===== src/logic/iowed_pkg.sv =====
// constants, types and register map of the i/o window end-address decoder
//////////////////////////////////////////////////////////////////////////////
// What this block does
// - forward host i/o access when start <= address <= end, both inclusive
// - end-address low bytes, read/write, index 0Ah and 0Eh, reset zero
// - end-address high bytes 15-8, read/write, index 0Bh and 0Fh, reset zero
// - low end byte supplies bits 7-0 of the compared end address
// - high and low end bytes together form the full inclusive end bound
// - start address low at 08h/0Ch, high at 09h/0Dh per window
// - forwarded access adds the window card offset to host i/o address
//////////////////////////////////////////////////////////////////////////////
package iowed_pkg;

  // geometry
  localparam int NUM_SOCK = 2;
  localparam int NUM_WIN  = 2;
  localparam int NUM_ENT  = NUM_SOCK * NUM_WIN;

  // wishbone byte address: index times four, index bit 6 picks the socket
  localparam int ADR_W     = 10;
  localparam int IDX_LSB   = 2;
  localparam int IDX_SOCK  = 8;  // adr bit of socket select (index bit 6)
  localparam int IDX_TOP   = 9;  // adr bit that must be zero (index bit 7)

  // per-socket register indexes (low six index bits)
  localparam logic [5:0] IDX_W0_START_LO = 6'h08;
  localparam logic [5:0] IDX_W0_START_HI = 6'h09;
  localparam logic [5:0] IDX_W0_END_LO   = 6'h0A;
  localparam logic [5:0] IDX_W0_END_HI   = 6'h0B;
  localparam logic [5:0] IDX_W1_START_LO = 6'h0C;
  localparam logic [5:0] IDX_W1_START_HI = 6'h0D;
  localparam logic [5:0] IDX_W1_END_LO   = 6'h0E;
  localparam logic [5:0] IDX_W1_END_HI   = 6'h0F;
  localparam logic [5:0] IDX_W0_OFS_LO   = 6'h36;
  localparam logic [5:0] IDX_W0_OFS_HI   = 6'h37;
  localparam logic [5:0] IDX_W1_OFS_LO   = 6'h38;
  localparam logic [5:0] IDX_W1_OFS_HI   = 6'h39;
  localparam logic [5:0] IDX_WIN_ENABLE  = 6'h3A;
  localparam logic [5:0] IDX_HIT_STATUS  = 6'h3B;
  localparam logic [5:0] IDX_LAST_LO     = 6'h3C;
  localparam logic [5:0] IDX_LAST_HI     = 6'h3D;

  // reset values and field masks
  localparam logic [7:0] RST_BYTE    = 8'h00;
  localparam logic [1:0] RST_ENABLE  = 2'h0;
  localparam logic [2:0] RST_STATUS  = 3'h0;
  localparam logic [7:0] OFS_LO_MASK = 8'hFE;  // offset bit 0 always zero

  // hit status fields
  localparam int ST_HIT0 = 0;
  localparam int ST_HIT1 = 1;
  localparam int ST_FWD  = 2;

  typedef logic [15:0] iowed_addr_t;
  typedef logic [7:0]  iowed_byte_t;

endpackage


===== src/logic/iowed_top.sv =====
// register bank and decoder for the two system i/o windows of each socket
`timescale 1ns/1ps
`default_nettype none
module iowed_top (
  input  wire logic                      clk_i,
  input  wire logic                      rst_i,
  // wishbone classic slave
  input  wire logic [iowed_pkg::ADR_W-1:0] adr_i,
  input  wire logic [31:0]               dat_i,
  output logic      [31:0]               dat_o,
  input  wire logic                      we_i,
  input  wire logic [3:0]                sel_i,
  input  wire logic                      cyc_i,
  input  wire logic                      stb_i,
  output logic                           ack_o,
  // host i/o access to decode
  input  wire logic                      io_req_i,
  input  wire logic                      io_sock_i,
  input  wire iowed_pkg::iowed_addr_t    io_addr_i,
  // decode result, one cycle after the request
  output logic                           io_done_o,
  output logic                           io_fwd_o,
  output logic                           io_win_o,
  output iowed_pkg::iowed_addr_t         io_card_addr_o
);
  import iowed_pkg::*;

  //////////////////////////////////////////////////////////////////////////
  // bus request decode

  logic        ack_ff;
  logic [31:0] dat_ff;
  logic [31:0] nxt_dat;

  wire         bus_req  = cyc_i & stb_i;
  wire         bus_new  = bus_req & ~ack_ff;       // first cycle of a request
  // write lands at the acknowledging edge, while the master still holds it
  wire         wr_en    = bus_req & ack_ff & we_i & sel_i[0];
  wire         idx_sock = adr_i[IDX_SOCK];
  wire         idx_ok   = ~adr_i[IDX_TOP];
  wire [5:0]   idx_reg  = adr_i[IDX_SOCK-1:IDX_LSB];
  wire [7:0]   wb_byte  = dat_i[7:0];

  //////////////////////////////////////////////////////////////////////////
  // per-entry window registers and decoders

  logic        ent_hit  [NUM_ENT];
  iowed_addr_t ent_card [NUM_ENT];
  iowed_byte_t ent_rd   [NUM_ENT];
  logic [1:0]  win_en_ff [NUM_SOCK];

  genvar e;
  generate
    for (e = 0; e < NUM_ENT; e++) begin : g_ent
      localparam logic SOCK = 1'((e / NUM_WIN) % 2);
      localparam int   WIN  = e % NUM_WIN;
      localparam logic [5:0] I_SLO = (WIN == 0) ? IDX_W0_START_LO : IDX_W1_START_LO;
      localparam logic [5:0] I_SHI = (WIN == 0) ? IDX_W0_START_HI : IDX_W1_START_HI;
      localparam logic [5:0] I_ELO = (WIN == 0) ? IDX_W0_END_LO : IDX_W1_END_LO;
      localparam logic [5:0] I_EHI = (WIN == 0) ? IDX_W0_END_HI : IDX_W1_END_HI;
      localparam logic [5:0] I_OLO = (WIN == 0) ? IDX_W0_OFS_LO : IDX_W1_OFS_LO;
      localparam logic [5:0] I_OHI = (WIN == 0) ? IDX_W0_OFS_HI : IDX_W1_OFS_HI;

      iowed_byte_t slo_ff;
      iowed_byte_t shi_ff;
      iowed_byte_t elo_ff;
      iowed_byte_t ehi_ff;
      iowed_byte_t olo_ff;
      iowed_byte_t ohi_ff;

      // this entry belongs to the addressed socket
      wire mine  = idx_ok & (idx_sock == SOCK);
      wire wr_me = wr_en & mine;

      // start bytes
      always_ff @(posedge clk_i) begin
        if (rst_i) begin
          slo_ff <= RST_BYTE;
          shi_ff <= RST_BYTE;
        end else begin
          if (wr_me && idx_reg == I_SLO) slo_ff <= wb_byte;
          if (wr_me && idx_reg == I_SHI) shi_ff <= wb_byte;
        end
      end

      // end bytes
      always_ff @(posedge clk_i) begin
        if (rst_i) begin
          elo_ff <= RST_BYTE;
          ehi_ff <= RST_BYTE;
        end else begin
          if (wr_me && idx_reg == I_ELO) elo_ff <= wb_byte;
          if (wr_me && idx_reg == I_EHI) ehi_ff <= wb_byte;
        end
      end

      // card offset bytes, bit 0 of the low byte held at zero
      always_ff @(posedge clk_i) begin
        if (rst_i) begin
          olo_ff <= RST_BYTE;
          ohi_ff <= RST_BYTE;
        end else begin
          if (wr_me && idx_reg == I_OLO) olo_ff <= wb_byte & OFS_LO_MASK;
          if (wr_me && idx_reg == I_OHI) ohi_ff <= wb_byte;
        end
      end

      // register read-back for this entry
      assign ent_rd[e] = !mine                ? RST_BYTE :
                         (idx_reg == I_SLO)   ? slo_ff :
                         (idx_reg == I_SHI)   ? shi_ff :
                         (idx_reg == I_ELO)   ? elo_ff :
                         (idx_reg == I_EHI)   ? ehi_ff :
                         (idx_reg == I_OLO)   ? olo_ff :
                         (idx_reg == I_OHI)   ? ohi_ff : RST_BYTE;

      // assembled bounds: high byte over low byte
      wire iowed_addr_t start_w = {shi_ff, slo_ff};
      wire iowed_addr_t end_w   = {ehi_ff, elo_ff};
      wire iowed_addr_t ofs_w   = {ohi_ff, olo_ff};

      iowed_win u_win (
        .en_i        (win_en_ff[SOCK][WIN]),
        .start_i     (start_w),
        .end_i       (end_w),
        .ofs_i       (ofs_w),
        .addr_i      (io_addr_i),
        .hit_o       (ent_hit[e]),
        .card_addr_o (ent_card[e])
      );
    end
  endgenerate

  //////////////////////////////////////////////////////////////////////////
  // per-socket enable, status and last card address

  logic [2:0]  status_ff [NUM_SOCK];
  iowed_addr_t last_ff   [NUM_SOCK];
  iowed_byte_t sock_rd   [NUM_SOCK];

  // decode of the requested socket only
  wire         hit0   = ent_hit[{io_sock_i, 1'b0}];
  wire         hit1   = ent_hit[{io_sock_i, 1'b1}];
  wire         fwd    = hit0 | hit1;
  wire         win_w  = ~hit0 & hit1;                // window 0 wins an overlap
  wire iowed_addr_t card_w = hit0 ? ent_card[{io_sock_i, 1'b0}] :
                                    ent_card[{io_sock_i, 1'b1}];

  genvar s;
  generate
    for (s = 0; s < NUM_SOCK; s++) begin : g_sock
      localparam logic SOCK = 1'(s % 2);
      wire mine   = idx_ok & (idx_sock == SOCK);
      wire req_me = io_req_i & (io_sock_i == SOCK);

      // window enable bits
      always_ff @(posedge clk_i) begin
        if (rst_i) begin
          win_en_ff[s] <= RST_ENABLE;
        end else if (wr_en && mine && idx_reg == IDX_WIN_ENABLE) begin
          win_en_ff[s] <= wb_byte[1:0];
        end
      end

      // status of the socket's latest decode, card address of its latest forwarded decode
      always_ff @(posedge clk_i) begin
        if (rst_i) begin
          status_ff[s] <= RST_STATUS;
          last_ff[s]   <= {RST_BYTE, RST_BYTE};
        end else if (req_me) begin
          status_ff[s] <= {fwd, hit1, hit0};
          if (fwd) last_ff[s] <= card_w;
        end
      end

      // read-back of socket-level registers
      assign sock_rd[s] = !mine                        ? RST_BYTE :
                          (idx_reg == IDX_WIN_ENABLE)  ? {6'h00, win_en_ff[s]} :
                          (idx_reg == IDX_HIT_STATUS)  ? {5'h00, status_ff[s]} :
                          (idx_reg == IDX_LAST_LO)     ? last_ff[s][7:0] :
                          (idx_reg == IDX_LAST_HI)     ? last_ff[s][15:8] : RST_BYTE;
    end
  endgenerate

  //////////////////////////////////////////////////////////////////////////
  // read data merge: at most one source is non-zero

  always_comb begin
    iowed_byte_t rd;
    rd = RST_BYTE;
    for (int i = 0; i < NUM_ENT; i++) begin
      rd = rd | ent_rd[i];
    end
    for (int j = 0; j < NUM_SOCK; j++) begin
      rd = rd | sock_rd[j];
    end
    nxt_dat = {24'h000000, rd};
  end

  //////////////////////////////////////////////////////////////////////////
  // bus answer: one wait state, ack for one cycle

  always_ff @(posedge clk_i) begin
    if (rst_i) begin
      ack_ff <= 1'b0;
      dat_ff <= 32'h00000000;
    end else begin
      ack_ff <= bus_new;
      if (bus_new && !we_i) dat_ff <= nxt_dat;
    end
  end

  assign ack_o = ack_ff;
  assign dat_o = dat_ff;

  //////////////////////////////////////////////////////////////////////////
  // decode result registers

  logic        done_ff;
  logic        fwd_ff;
  logic        win_ff;
  iowed_addr_t card_ff;

  // result held until the next request
  always_ff @(posedge clk_i) begin
    if (rst_i) begin
      done_ff <= 1'b0;
      fwd_ff  <= 1'b0;
      win_ff  <= 1'b0;
      card_ff <= {RST_BYTE, RST_BYTE};
    end else begin
      done_ff <= io_req_i;
      if (io_req_i) begin
        fwd_ff  <= fwd;
        win_ff  <= win_w;
        card_ff <= fwd ? card_w : io_addr_i;
      end
    end
  end

  assign io_done_o      = done_ff;
  assign io_fwd_o       = fwd_ff;
  assign io_win_o       = win_ff;
  assign io_card_addr_o = card_ff;

endmodule
`default_nettype wire


===== src/logic/iowed_win.sv =====
// one i/o window: inclusive range compare and card address offset
`timescale 1ns/1ps
`default_nettype none
module iowed_win (
  input  wire logic               en_i,
  input  wire iowed_pkg::iowed_addr_t start_i,
  input  wire iowed_pkg::iowed_addr_t end_i,
  input  wire iowed_pkg::iowed_addr_t ofs_i,
  input  wire iowed_pkg::iowed_addr_t addr_i,
  output logic                    hit_o,
  output iowed_pkg::iowed_addr_t  card_addr_o
);
  import iowed_pkg::*;

  // both bounds inclusive, full 16-bit compare
  assign hit_o = en_i && (addr_i >= start_i) && (addr_i <= end_i);

  // card address wraps at 16 bits
  assign card_addr_o = addr_i + ofs_i;
endmodule
`default_nettype wire

===== config.mk =====
export PLATFORM = sky130hd
export DESIGN_NAME = iowed_top
export DESIGN_NICKNAME = d
export VERILOG_FILES = /design/src/logic/iowed_pkg.sv /design/src/logic/iowed_top.sv /design/src/logic/iowed_win.sv
export SDC_FILE = /design/constraint.sdc
export NUM_CORES = 1
export LEC_CHECK = 0
export BUFFER_PORTS_ARGS = -buffer_cell sky130_fd_sc_hd__buf_2
export CORE_UTILIZATION = 50
export CTS_CLUSTER_SIZE = 14
export DETAILED_ROUTE_END_ITERATION = 6
export PLACE_DENSITY = 0.68
export SYNTH_ARGS = -nofsm -noshare
export SYNTH_HDL_FRONTEND = slang
export SYNTH_SLANG_ARGS = --single-unit

===== constraint.sdc =====
create_clock -name clk_i -period 7.1 [get_ports clk_i]
set_clock_uncertainty 0.1 [all_clocks]
set_input_delay 2.13 -clock clk_i [delete_from_list [all_inputs] [get_ports clk_i]]
set_output_delay 2.13 -clock clk_i [all_outputs]
set_load 0.005 [all_outputs]

# After elaboration in Yosys (flattened, before gate mapping)
# Memories as Yosys holds them, arrays and structs flattened.
# Cells that the tools add are included.
word_totals:
  regBits: 216
  latch_bits: 0
  ramBits: 42
  rom_bits: 0
  out_inout_bits: 52
  n_memories: 3
op_classes:
  addsub: 4
  n_mul: 0
  n_div: 0
  magnitude_cmp: 10
  n_eq_ne: 16
  shifts: 0
  mux: 79
  n_bitwise: 31
  n_reduce_logical: 38
memory_table:
  columns: ["memory", "depth", "width", "read_ports", "rd_clocked_by_memory_dff", "write_ports", "line_no", "text"]
  rows:
  - ["last_ff", 2, 16, 2, 0, 2, "iowed_top.sv:138", "iowed_addr_t last_ff [NUM_SOCK];"]
  - ["status_ff", 2, 3, 2, 0, 2, "iowed_top.sv:137", "logic [2:0] status_ff [NUM_SOCK];"]
  - ["win_en_ff", 2, 2, 2, 0, 2, "iowed_top.sv:50", "logic [1:0] win_en_ff [NUM_SOCK];"]
ops:
  columns: ["op", "n"]
  rows:
  - ["$mux W8", 38]
  - ["$mux W16", 8]
  - ["$add A16 B16 Y16", 4]
  - ["$bmux W16 S2", 2]
  - ["$ge A16 B16 Y1", 4]
  - ["$le A16 B16 Y1", 4]
  - ["$eq A6 B4 Y1 const B", 8]
  - ["$eq A6 B6 Y1 const B", 8]
  - ["$or A8 B8 Y8", 5]
  - ["$logic_and A1 B1 Y1", 37]
  - ["$mux W1", 25]
  - ["$and A1 B1 Y1", 12]
  - ["$or A1 B1 Y1", 7]
  - ["$ge A3 B3 Y1 const B", 2]
  - ["$mux W3", 2]
  - ["$not A2 Y3", 2]
  - ["$not A1 Y1", 5]
  - ["$bmux W1 S2", 2]
  - ["$mux W2", 2]
  - ["$logic_not A1 Y1", 1]

# Depth between registers and ports, before layout
# Gate-level depths: netlist (run 1).
logic_depth:
  word_depth: 13
  ltp_mapped: 21
  mapped_depth_nobuf: 20

# Hierarchy
# A second synthesis (run 1) with hierarchy kept.
hier_totals:
  hier_cells: 2153
  hier_area_um2: 17758.3
by_module_without_submodules:
  columns: ["mod", "instances", "cells_each", "area_per_inst_um2", "seq_area_each_um2"]
  rows:
  - ["iowed_top", 1, 1368, 11944.0, 5585.4]
  - ["iowed_win at g_ent[1].u_win ...", 2, 195, 1447.6, 0.0]
  - ["iowed_win at g_ent[0].u_win", 1, 194, 1481.4, 0.0]
  - ["iowed_win at g_ent[3].u_win", 1, 201, 1437.6, 0.0]

# Worst setup path after synthesis (run 1)
# No wires, ideal clock.
synth_timing:
  path_type: "input to register"
  startpoint: "input port io_addr_i[14]"
  endpoint: "register card_ff[15], in the netlist io_card_addr_o[15]"
  setup_time_ps: 127
  arrival_time_ps: 6328
  setup_slack_ps: 545
  cell_stages: 20
  cell_sequence: "ha_1 > nand4_2 > nor4_4 > nor3_1 > o31ai_1 > o211ai_2 > mux2i_4 > buf_2 > mux4_2 > ha_1 > fa_1 > a211oi_1 > o21bai_1 > a31oi_1 > o21ai_0 > o22a_1 > nand3_1 > o211ai_1 > and4_1 > or3_1"
synth_via:
  elab_chain_cells: 8
  word_cells_on_any_way: 35
  classes_between: "4 x add/sub; 8 x order compare; 14 x mux; 1 x bitwise; 8 x reduce/logical"
synth_lines:
  columns: ["element", "line_no", "text"]
  rows:
  - ["start, declared", "iowed_top.sv:19", "input wire iowed_pkg::iowed_addr_t io_addr_i,"]
  - ["$ge A16 B16 Y1", "iowed_win.sv:16", "assign hit_o = en_i && (addr_i >= start_i) && (addr_i <= end_i);"]
  - ["$logic_and A1 B1 Y1 (2 in a row)", "iowed_win.sv:16", null]
  - ["$bmux W1 S2 (on tied branches)", "iowed_top.sv:142, iowed_top.sv:143", null]
  - ["$mux W1 (on tied branches) (2 in a row)", "iowed_top.sv:142, iowed_top.sv:143", null]
  - ["$mux W16 or $or A1 B1 Y1 (tied branches)", "iowed_top.sv:146, iowed_top.sv:144", null]
  - ["$mux W16 (*)", "iowed_top.sv:236", "card_ff <= fwd ? card_w : io_addr_i;"]
  - ["end signal, assigned", "iowed_top.sv:230", "card_ff <= {RST_BYTE, RST_BYTE};"]
  - ["end signal, assigned", "iowed_top.sv:236", null]
  - ["end, declared", "iowed_top.sv:222", "iowed_addr_t card_ff;"]
# Mark *: on every way between the ends. The rest lies on a longest branch, timed or not. The select of a mux whose other input is x is not followed.
# A chain may end at the register's enable or synchronous reset.

==> results of run 1 <==
cell type report:
class                   count  share of cell area
multi-input cells        1335               0.511
well taps                 390              0.0287
flip-flops and latches    258               0.329
clock buffers              36              0.0461
inverters                 143              0.0316
clock inverters            17             0.00538
repair buffers            128              0.0486
placed cells by master, fill, tap and decap left out, types with 6 or more instances in the layout:
cell       count
nor2b_1       11
nor3_2         7
mux2i_1       68
o21ai_0       33
nor2_1       159
o2111ai_1      9
buf_4         59
and3_1        16
a222oi_1      23
o22ai_1        7
clkinv_2       9
clkbuf_16     29
a21o_1        14
a2111oi_0      8
o21a_1         6
nand4_1       20
a22oi_1       34
buf_2         66
edfxtp_1      42
a221oi_1      20
inv_1        143
nor3_1        26
ha_1         142
xnor2_1        7
nand2_1      350
nand2b_1       8
mux4_2        13
a211oi_1      21
conb_1        24
dfxtp_1      216
nand3_1       21
a21oi_1      194
through the flow:
| stage | TNS, ns | hold WS [ns] | setup WS [ns] |
|---|---|---|---|
| 3_3_place_gp | 0 | 0.344 | 0.111 |
| 2_1_floorplan | 0 | 0.336 | 0.545 |
| 4_1_cts | 0 | 0.358 | 0.527 |
| 6_report | 0 | 0.359 | 0.422 |
| 5_1_grt | 0 | 0.381 | 0.246 |
| 3_5_place_dp | -0.0819 | 0.350 | -0.0345 |
tightest hold or removal path, delay by kind of cell (launching register included):
| family | cells | cell delay, ns |
|---|---|---|
| and+or+nand+nor | 1 | 0.05 |
| AOI/OAI and AO/OA | 1 | 0.05 |
| DFF | 1 | 0.31 |
Yosys cell counts (all sizes together) (5+ instances only):
library cell / n / share of area
nor3: 33 / 0.012
nand4: 22 / 0.0099
clkbuf: 70 / 0.017
o22ai: 7 / 0.0029
edfxtp: 42 / 0.083
a22oi: 34 / 0.017
mux2i: 69 / 0.046
nor2b: 11 / 0.0045
nor2: 162 / 0.040
nand3: 21 / 0.0069
a21oi: 194 / 0.064
nor4: 6 / 0.0039
a31oi: 5 / 0.0021
a222oi: 23 / 0.015
nand2b: 8 / 0.0033
o211ai: 6 / 0.0033
a21o: 14 / 0.0069
a2111oi: 8 / 0.0046
a221oi: 20 / 0.011
nand2: 350 / 0.086
a31o: 5 / 0.0029
o21ai: 38 / 0.013
ha: 142 / 0.12
o21a: 6 / 0.0030
dfxtp: 216 / 0.28
inv: 143 / 0.035
and3: 16 / 0.0066
o2111ai: 9 / 0.0052
buf: 45 / 0.019
mux4: 15 / 0.023
a211oi: 23 / 0.012
xnor2: 7 / 0.0040
metal layers:
metal  global-route usage  wire (um)  vias to the layer above
met5                    0          0                        -
met4                0.231       4200                        0
met3               0.0799       6990                      201
met2                0.527      23500                      880
met1                0.501      22800                     6913
li1                     -          -                     6547
state kept, by name (all words and copies together) (netlist names), 8 cells and up:
name,cells
g_ent.ohi_ff,32
g_ent.olo_ff,28
g_ent.shi_ff,32
g_ent.slo_ff,32
io_card_addr_o,16
last_ff,32
g_ent.elo_ff,32
dat_o,8
g_ent.ehi_ff,32
logic make-up after synthesis:
kind of cell    after synthesis  share of synthesized area
simple gates                649                      0.184
buf+inv                     258                     0.0719
mux                          87                     0.0713
flops                       258                      0.367
compound gates              420                      0.180
xor+xnor                     12                    0.00788
other cells                   1                   0.000246
fa+ha+maj                   143                      0.118
worst max path at each step:
stage | start | end | slack [ns]
floorplan | io_addr_i[14] | io_card_addr_o[15] | 0.54
finish | io_addr_i[0] | last_ff[1][15] | 0.42
CTS | io_addr_i[0] | last_ff[1][15] | 0.53
global route | io_addr_i[0] | last_ff[1][15] | 0.25
global placement | io_addr_i[0] | io_card_addr_o[15] | 0.11
detailed placement | io_addr_i[0] | last_ff[1][15] | -0.03
power breakdown:
| group | switching, W | leakage (nW) | internal, W |
|---|---|---|---|
| registers | 0.0000106 | 2.16 | 0.00151 |
| logic | 0.000238 | 3.56 | 0.000107 |
| clock network | 0.000638 | 0.430 | 0.000778 |
==> impl_metrics.csv, run 1 <==
group,metric,value,unit
setup_path,r2r_start,"g_ent[2].shi_ff[3]",
setup_path,critPathKind,"input pin to flip-flop",
synth,synth_area,0.0152,mm^2
drt,first_pass_iters,7,
die,rows,63,
setup_path,startpoint_type,"input pin",
die,dieArea,0.0312,mm^2
finish,syn2layout_area_growth,11.5,%
finish,insertedDiodeCount,0,
clock_tree,clock_sinks,258,
clock_tree,cts_tree,"done",
run_status,outcome,"finished, violations left",
finish,seqCellArea,0.00559,mm^2
setup_path,rr_worst_depth,20,
setup_path,r2r_end,"last_ff[1][15]",
drt,post_drt_wl_per_cell,24.9,um
synth,synth_edf_count,42,
setup_path,path_max_fanout,5,
die,core_area,0.0298,mm^2
power,total_power,0.00328,W
finish,final_nets,2107,
synth,synth_warnings,0,
setup_path,worst-path-stages,22,
setup_path,endpoint_kind,"flip-flop",
worst_hold_path,holdPathStages,2,
sta,tightest_slew,1.20,ns
die,dieHeight,177,um
place,place_congestion,1.02,
synth,ys.flop_type,"dfxtp_1",
power,power.leakage,6.15,nW
synth,ys_seq_area_frac,0.367,
global_route,grt_antenna_before_repair,1,
global_route,track_usage,0.368,
clock_tree,cts_inserted_buffers,29,
sta,rsz0062_at_grt,"false",
synth,async_flop_share,0,
drt,antenna_left,0,
sta,final-setup-viol-count,0,
synth,netlist_instances,1828,
drt,drt_first_iter_violations,1967,
die,pin_count,121,
sta,timing.final.crit_share,0.941,
clock_tree,htreeDepth,1,
synth,synth_cell_type_count,80,
run_status,violations,"design-rule violations",
clock_tree,clock_latency,0.55,ns
drt,vias,14500,
global_route,grt_max_degree,125,
drt,routed_wl,57.5,mm
clock_tree,cts-root-buf,"clkbuf_16",
place,io_buffers,67,
setup_path,crit_family,"compound AO/OA/AOI/OAI gates",
setup_path,worstPathArrival,6.86,ns
clock_tree,post-cts-setup-buffer-count,0,
setup_path,cp_cell_sequence,"buf_2 -> inv_1 -> buf_4 -> ha_1 -> nor2b_1 -> o211ai_1 -> a21boi_2 -> a211oi_2 -> o21ai_4 -> mux2i_4 -> mux4_2 -> ha_1 -> fa_1 -> a211oi_1 -> o21bai_1 -> a31oi_1 -> o21ai_0 -> o22a_1 -> nand3_1 -> nand2_1 -> xor3_1 -> nor2b_1",
finish,utilization,0.570,
sta,relSlewSlack,0.193,
power,p_per_area,193,mW/mm^2
worst_hold_path,hp-class,"flip-flop to flip-flop",
sta,period_minus_slack,6.68,ns
place,place_inst,2254,
sta,finalMaxSlewViolations,0,
drt,drc_errors,5,
setup_path,worst_path_largest_cell_delay,0.45,ns
synth,synth_seq_cells,258,
setup_path,r2r_slack,1.85,ns
clock_tree,clock_path_buffers,3,
die,fp.dieW,177,um
worst_hold_path,min_from,"g_ent[3].shi_ff[5]",
drt,vias_per_cell,6.30,
finish,instances_no_fill,2307,
power,vdd_ir_drop_max,226,uV
place,placed_area,0.0161,mm^2
finish,fin_area,0.0170,mm^2
finish,fill_cells,2746,
place,hpwl,41.8,mm
worst_hold_path,hold_end,"g_ent[3].shi_ff[5]",
finish,drive_gt1_frac,0.114,
global_route,grt_first_pass_wirelength,84.9,mm
global_route,overflow,0,
clock_tree,cts_resized,0,
die,initial_core_util,0.511,
synth,syn_avg_cell_area,8.33,um^2
run,cap_violations,0,
sta,hold_violations,0,
setup_path,cpMaxStageDelayCell,"fa_1",
clock_tree,clk_pin_slew,0.06,ns
setup_path,required,7.28,ns
clock_tree,ctsHoldBuffers,0,
setup_path,path_buf_inv,3,
sta,fmax,150,MHz
global_route,grt_pass1_vias,13500,
finish,multi_input_area,0.00867,mm^2
Note: power is estimated with default switching activity, not from simulation.
==> run 2, diff against run 1 <==
BUFFER_PORTS_ARGS = -buffer_cell sky130_fd_sc_hd__buf_4   (was -buffer_cell sky130_fd_sc_hd__buf_2)
==> run 2 against run 1 <==
  * The run still ends with design-rule violations left
  * Die area unchanged
  * Combinational power is 2% higher
  * Total power increased by 6.2%
  * Non-clock buffer count decreased by 6
  * Sequential share of layout area fell by 0.44 points
  * Largest cell class unchanged
==> impl_metrics.csv, run 2 (synthesis gave the netlist of run 1 again) <==
group,metric,value,unit
die,dieArea,0.0312,mm^2
sta,setup_tns,0,ns
drt,post_drt_wl_per_cell,25.2,um
clock_tree,cts_inserted_buffers,29,
place,hpwl,41.9,mm
die,rows,63,
global_route,grt_first_pass_wirelength,84.6,mm
setup_path,worstPathArrival,6.92,ns
die,fp.dieW,177,um
power,power.switching,0.000891,W
drt,routed_wl,58.1,mm
sta,final-setup-viol-count,0,
clock_tree,htreeDepth,1,
sta,relSlewSlack,0.197,
sta,timing.final.crit_share,0.948,
sta,hold_violations,0,
clock_tree,ctsHoldBuffers,0,
setup_path,startpoint_type,"input pin",
finish,layout_commonest_cell,"nand2_1",
setup_path,critPathKind,"input pin to flip-flop",
power,p_comb_frac,0.101,
drt,dr_wl_met3,7.06,mm
place,placed_area,0.0162,mm^2
clock_tree,cts_resized,0,
setup_path,required,7.29,ns
drt,antenna_left,0,
drt,met1Wirelength,23.0,mm
die,core_area,0.0298,mm^2
power,power.leakage,6.22,nW
run,cap_violations,0,
drt,drt_first_iter_violations,1925,
sta,period_minus_slack,6.73,ns
run_status,violations,"design-rule violations",
run_status,outcome,"finished, violations left",
worst_hold_path,min_from,"g_ent[0].shi_ff[2]",
global_route,grt_pass1_vias,13300,
clock_tree,clock_latency,0.56,ns
sta,rsz0062_at_grt,"false",
global_route,track_usage,0.370,
sta,tightest_slew,1.20,ns
global_route,grt_max_degree,91,
finish,fin_area,0.0172,mm^2
power,vdd_ir_drop_max,162,uV
finish,syn2layout_area_growth,13.0,%
finish,final_nets,2101,
finish,drive_gt1_frac,0.113,
clock_tree,clock_sinks,258,
power,power_frac_clock,0.463,
clock_tree,clk_pin_slew,0.06,ns
drt,drc_errors,1,
die,pin_count,121,
drt,routed.top_layer,"met4",
setup_path,endpoint_kind,"flip-flop",
die,dieHeight,177,um
drt,vias_per_cell,6.29,
finish,fill_cells,2784,
place,place_congestion,1.04,
global_route,grt_antenna_before_repair,0,
clock_tree,clock_path_buffers,3,
power,p_per_area,202,mW/mm^2
power,switching_share,0.256,
finish,insertedDiodeCount,0,
drt,first_pass_iters,7,
finish,mostFrequentLayoutCells,"nand2_1 (350), dfxtp_1 (216), a21oi_1 (194)",
sta,finalMaxSlewViolations,0,
power,p_int,0.00259,W
power,power_frac_seq,0.436,
die,initial_core_util,0.511,
sta,fmax,149,MHz
setup_path,path_max_fanout,8,
setup_path,startpoint,"io_addr_i[0]",
setup_path,r2r_start,"g_ent[2].shi_ff[3]",
drt,wl_met2,24.2,mm
clock_tree,cts_tree,"done",
global_route,overflow,0,
clock_tree,cts-root-buf,"clkbuf_16",
drt,vias,14500,
worst_hold_path,hp-class,"flip-flop to flip-flop",
place,io_buffers,67,
clock_tree,post-cts-setup-buffer-count,0,
run 2: cell types whose count changed in the layout (fill, tap and decap cells not counted), moves of 4 or more:
cell / before / now
clkinv_2: 9 / 5
buf_2: 66 / 0
bufinv_16: 0 / 4
buf_4: 59 / 121
run 2: per-layer routing:
layer | track usage | up-vias
li1 | - | 6543
met1 | 0.493 | 6856
met2 | 0.545 | 881
met3 | 0.0866 | 188
met4 | 0.212 | 0
met5 | 0 | -
run 2: cell type report:
| class | instances | area, um^2 | area share |
|---|---|---|---|
| multi-input cells | 1335 | 8660 | 0.503 |
| flip-flops and latches | 258 | 5590 | 0.324 |
| repair buffers | 122 | 920 | 0.0534 |
| clock buffers | 37 | 828 | 0.0481 |
| inverters | 143 | 537 | 0.0312 |
| well taps | 390 | 488 | 0.0283 |
| clock inverters | 16 | 194 | 0.0113 |
run 2: critical path, cell delays in order:
cell	delay (ns)
buf_4	0.12
inv_1	0.38
ha_1	0.24
nor2b_1	0.05
o211ai_1	0.17
a21oi_1	0.09
o31ai_1	0.34
o211ai_2	0.28
mux2i_4	0.26
buf_4	0.26
mux4_2	0.58
ha_1	0.34
and2_1	0.17
a31o_2	0.23
a211o_1	0.31
a31o_2	0.26
a21oi_1	0.18
xor2_1	0.40
nor2_1	0.10
run 2: power groups by stage:
| stage | sequential, W | clock (W) | combinational [W] |
|---|---|---|---|
| after detailed placement | 0.00155 | 0 | 0.000338 |
| final | 0.00152 | 0.00161 | 0.000352 |
| after global placement | 0.00155 | 0 | 0.000331 |
| after global routing | 0.00152 | 0.00168 | 0.000373 |
| after floorplan | 0.00155 | 0 | 0.000192 |
| after CTS | 0.00152 | 0.00162 | 0.000340 |
run 2: worst paths after layout:
kind | end | slack [ns] | cells past startpoint
setup reg to reg | last_ff[1][14] | 1.86 | 18
setup / recovery | last_ff[1][14] | 0.37 | 19
hold reg to reg | g_ent[0].shi_ff[2] | 0.36 | 2
hold / removal | g_ent[0].shi_ff[2] | 0.36 | 2
run 2: through the flow:
stage	setup slack [ns]	util	hold slack [ns]	total power [W]	instances
2_1_floorplan	0.545	-	0.336	0.00174	1851
3_3_place_gp	0.0579	0.543	0.342	0.00188	2248
3_5_place_dp	0.0154	0.543	0.349	0.00189	2248
4_1_cts	0.566	0.578	0.357	0.00348	2301
5_1_grt	0.268	0.578	0.385	0.00357	2301
6_report	0.370	0.578	0.358	0.00348	2301
==> run 3, diff against run 2 <==
CAP_MARGIN = 40   (was default)
CORE_MARGIN = 1   (was default)
REMOVE_ABC_BUFFERS = 1   (was default)
==> run 3 against run 2 <==
  * Clock-buffer cell count is 3 lower
  * Final cell count is 0.78% higher
  * Hold slack lost 0.0049 ns
  * Critical endpoint is now io_card_addr_o[15]
  * Fmax grew 0.60%
  * Cell area increased by 0.92%
  * The flow still finishes with violations (design-rule violations)
  * Critical path type unchanged
  * Combinational power up 2%
  * Clock power hardly changed
  * Die area is the same
==> impl_metrics.csv, run 3 (synthesis gave the netlist of run 1 again) <==
group,metric,value,unit
die,pin_count,121,
global_route,grt_max_degree,77,
setup_path,worstPathArrival,7.06,ns
place,place_inst,2264,
drt,post_drt_wl_per_cell,25.9,um
die,rows,63,
power,power.leakage,6.31,nW
clock_tree,cts_inserted_buffers,29,
power,p_per_area,199,mW/mm^2
sta,finalMaxSlewViolations,0,
clock_tree,post-cts-setup-buffer-count,0,
clock_tree,clk_pin_slew,0.07,ns
clock_tree,cts_tree,"done",
place,place_congestion,1.03,
finish,fin_area,0.0174,mm^2
setup_path,critPathKind,"input pin to flip-flop",
drt,vias,14700,
sta,period_minus_slack,6.69,ns
finish,drive_gt1_frac,0.121,
drt,routed_wl,60.2,mm
die,dieHeight,177,um
die,fp.dieW,177,um
global_route,grt_first_pass_wirelength,86.8,mm
sta,fmax,149,MHz
drt,drt_first_iter_violations,1970,
global_route,overflow,0,
run_status,outcome,"finished, violations left",
sta,relSlewSlack,0.278,
sta,timing.final.crit_share,0.942,
finish,syn2layout_area_growth,14.0,%
sta,setup_tns,0,ns
drt,antenna_left,0,
finish,mostFrequentLayoutCells,"nand2_1 (350), dfxtp_1 (216), a21oi_1 (194)",
finish,instances_no_fill,2319,
sta,tightest_slew,1.06,ns
place,pre_cts_slack,-0.0295,ns
clock_tree,clock_path_buffers,3,
clock_tree,cts-root-buf,"clkbuf_16",
clock_tree,clock_latency,0.59,ns
setup_path,required,7.47,ns
clock_tree,ctsHoldBuffers,0,
finish,final_nets,2117,
sta,final-setup-viol-count,0,
global_route,grt_antenna_before_repair,1,
finish,layout_commonest_cell,"nand2_1",
run_status,violations,"design-rule violations",
sta,rsz0062_at_grt,"false",
drt,vias_per_cell,6.33,
sta,setup_ws,0.410,ns
setup_path,endpoint_kind,"flip-flop",
power,vdd_ir_drop_max,172,uV
place,io_buffers,67,
die,dieArea,0.0312,mm^2
global_route,grt_pass1_vias,13700,
clock_tree,cts_resized,0,
worst_hold_path,hp-class,"flip-flop to flip-flop",
clock_tree,htreeDepth,1,
place,placed_area,0.0164,mm^2
clock_tree,clock_sinks,258,
run,cap_violations,0,
finish,utilization,0.583,
sta,hold_violations,0,
die,initial_core_util,0.511,
drt,drc_errors,1,
place,hpwl,43.9,mm
global_route,track_usage,0.383,
setup_path,path_max_fanout,11,
drt,first_pass_iters,7,
die,core_area,0.0298,mm^2
setup_path,startpoint_type,"input pin",
==> run 3: cell types whose count changed in the layout (fill, tap and decap cells not counted), moves of 3 or more <==
cell,change
buf_12,+4
buf_2,+4
buf_4,+6
clkinv_2,+4
clkinvlp_4,+3
==> run 3: power by group <==
group | switching, W | leakage, nW | total [W] | internal, W
Combinational | 0.000239 | 3.67 | 0.000359 | 0.000121
Sequential | 0.0000118 | 2.16 | 0.00152 | 0.00151
Clock | 0.000666 | 0.476 | 0.00158 | 0.000911
Total | 0.000916 | 6.31 | 0.00346 | 0.00254
==> run 3: worst max-delay path: stages <==
cell and delay, ns:
buf_4 0.26, ha_1 0.30, a21oi_1 0.16, o21ai_1 0.11, a2111oi_0 0.42, a31oi_1 0.23
buf_4 0.19, o211ai_2 0.17, mux2i_4 0.14, buf_4 0.20, buf_4 0.15, mux4_2 0.27
ha_1 0.30, a211oi_1 0.09, o21bai_1 0.21, a31oi_1 0.13, o21ai_0 0.34, o22a_1 0.22
nand3_1 0.18, a211o_1 0.32, and4_1 0.18, or3_1 0.34
==> run 3: stage by stage <==
| stage | hold WS, ns | power, W |
|---|---|---|
| after floorplan | 0.330 | 0.00169 |
| after global placement | 0.341 | 0.00189 |
| after detailed placement | 0.348 | 0.00190 |
| after CTS | 0.357 | 0.00345 |
| after global routing | 0.374 | 0.00354 |
| final | 0.353 | 0.00346 |
==> run 3: worst paths after layout <==
path | start | to | slack (ns) | cells past startpoint
setup / recovery | io_addr_i[15] | io_card_addr_o[15] | 0.41 | 22
hold reg to reg | g_ent[0].slo_ff[3] | g_ent[0].slo_ff[3] | 0.35 | 2
hold / removal | g_ent[0].slo_ff[3] | g_ent[0].slo_ff[3] | 0.35 | 2
setup reg to reg | g_ent[2].shi_ff[7] | io_card_addr_o[15] | 1.79 | 22
==> run 3: final cells by class <==
class	count	area, um^2
Antenna cell	1	2.50
Clock buffer	34	754
Clock inverter	20	231
Fill cell	2735	12400
Inverter	143	537
Multi-Input combinational cell	1335	8670
Sequential cell	258	5590
Tap cell	390	488
Timing Repair Buffer	138	1100
==> run 3: routing by layer <==
| metal | up-vias | global-route usage | part of all wire |
|---|---|---|---|
| li1 | 6562 | - | - |
| met1 | 6964 | 0.513 | 0.39 |
| met2 | 971 | 0.558 | 0.41 |
| met3 | 192 | 0.102 | 0.14 |
| met4 | 0 | 0.208 | 0.062 |
| met5 | - | 0 | 0 |
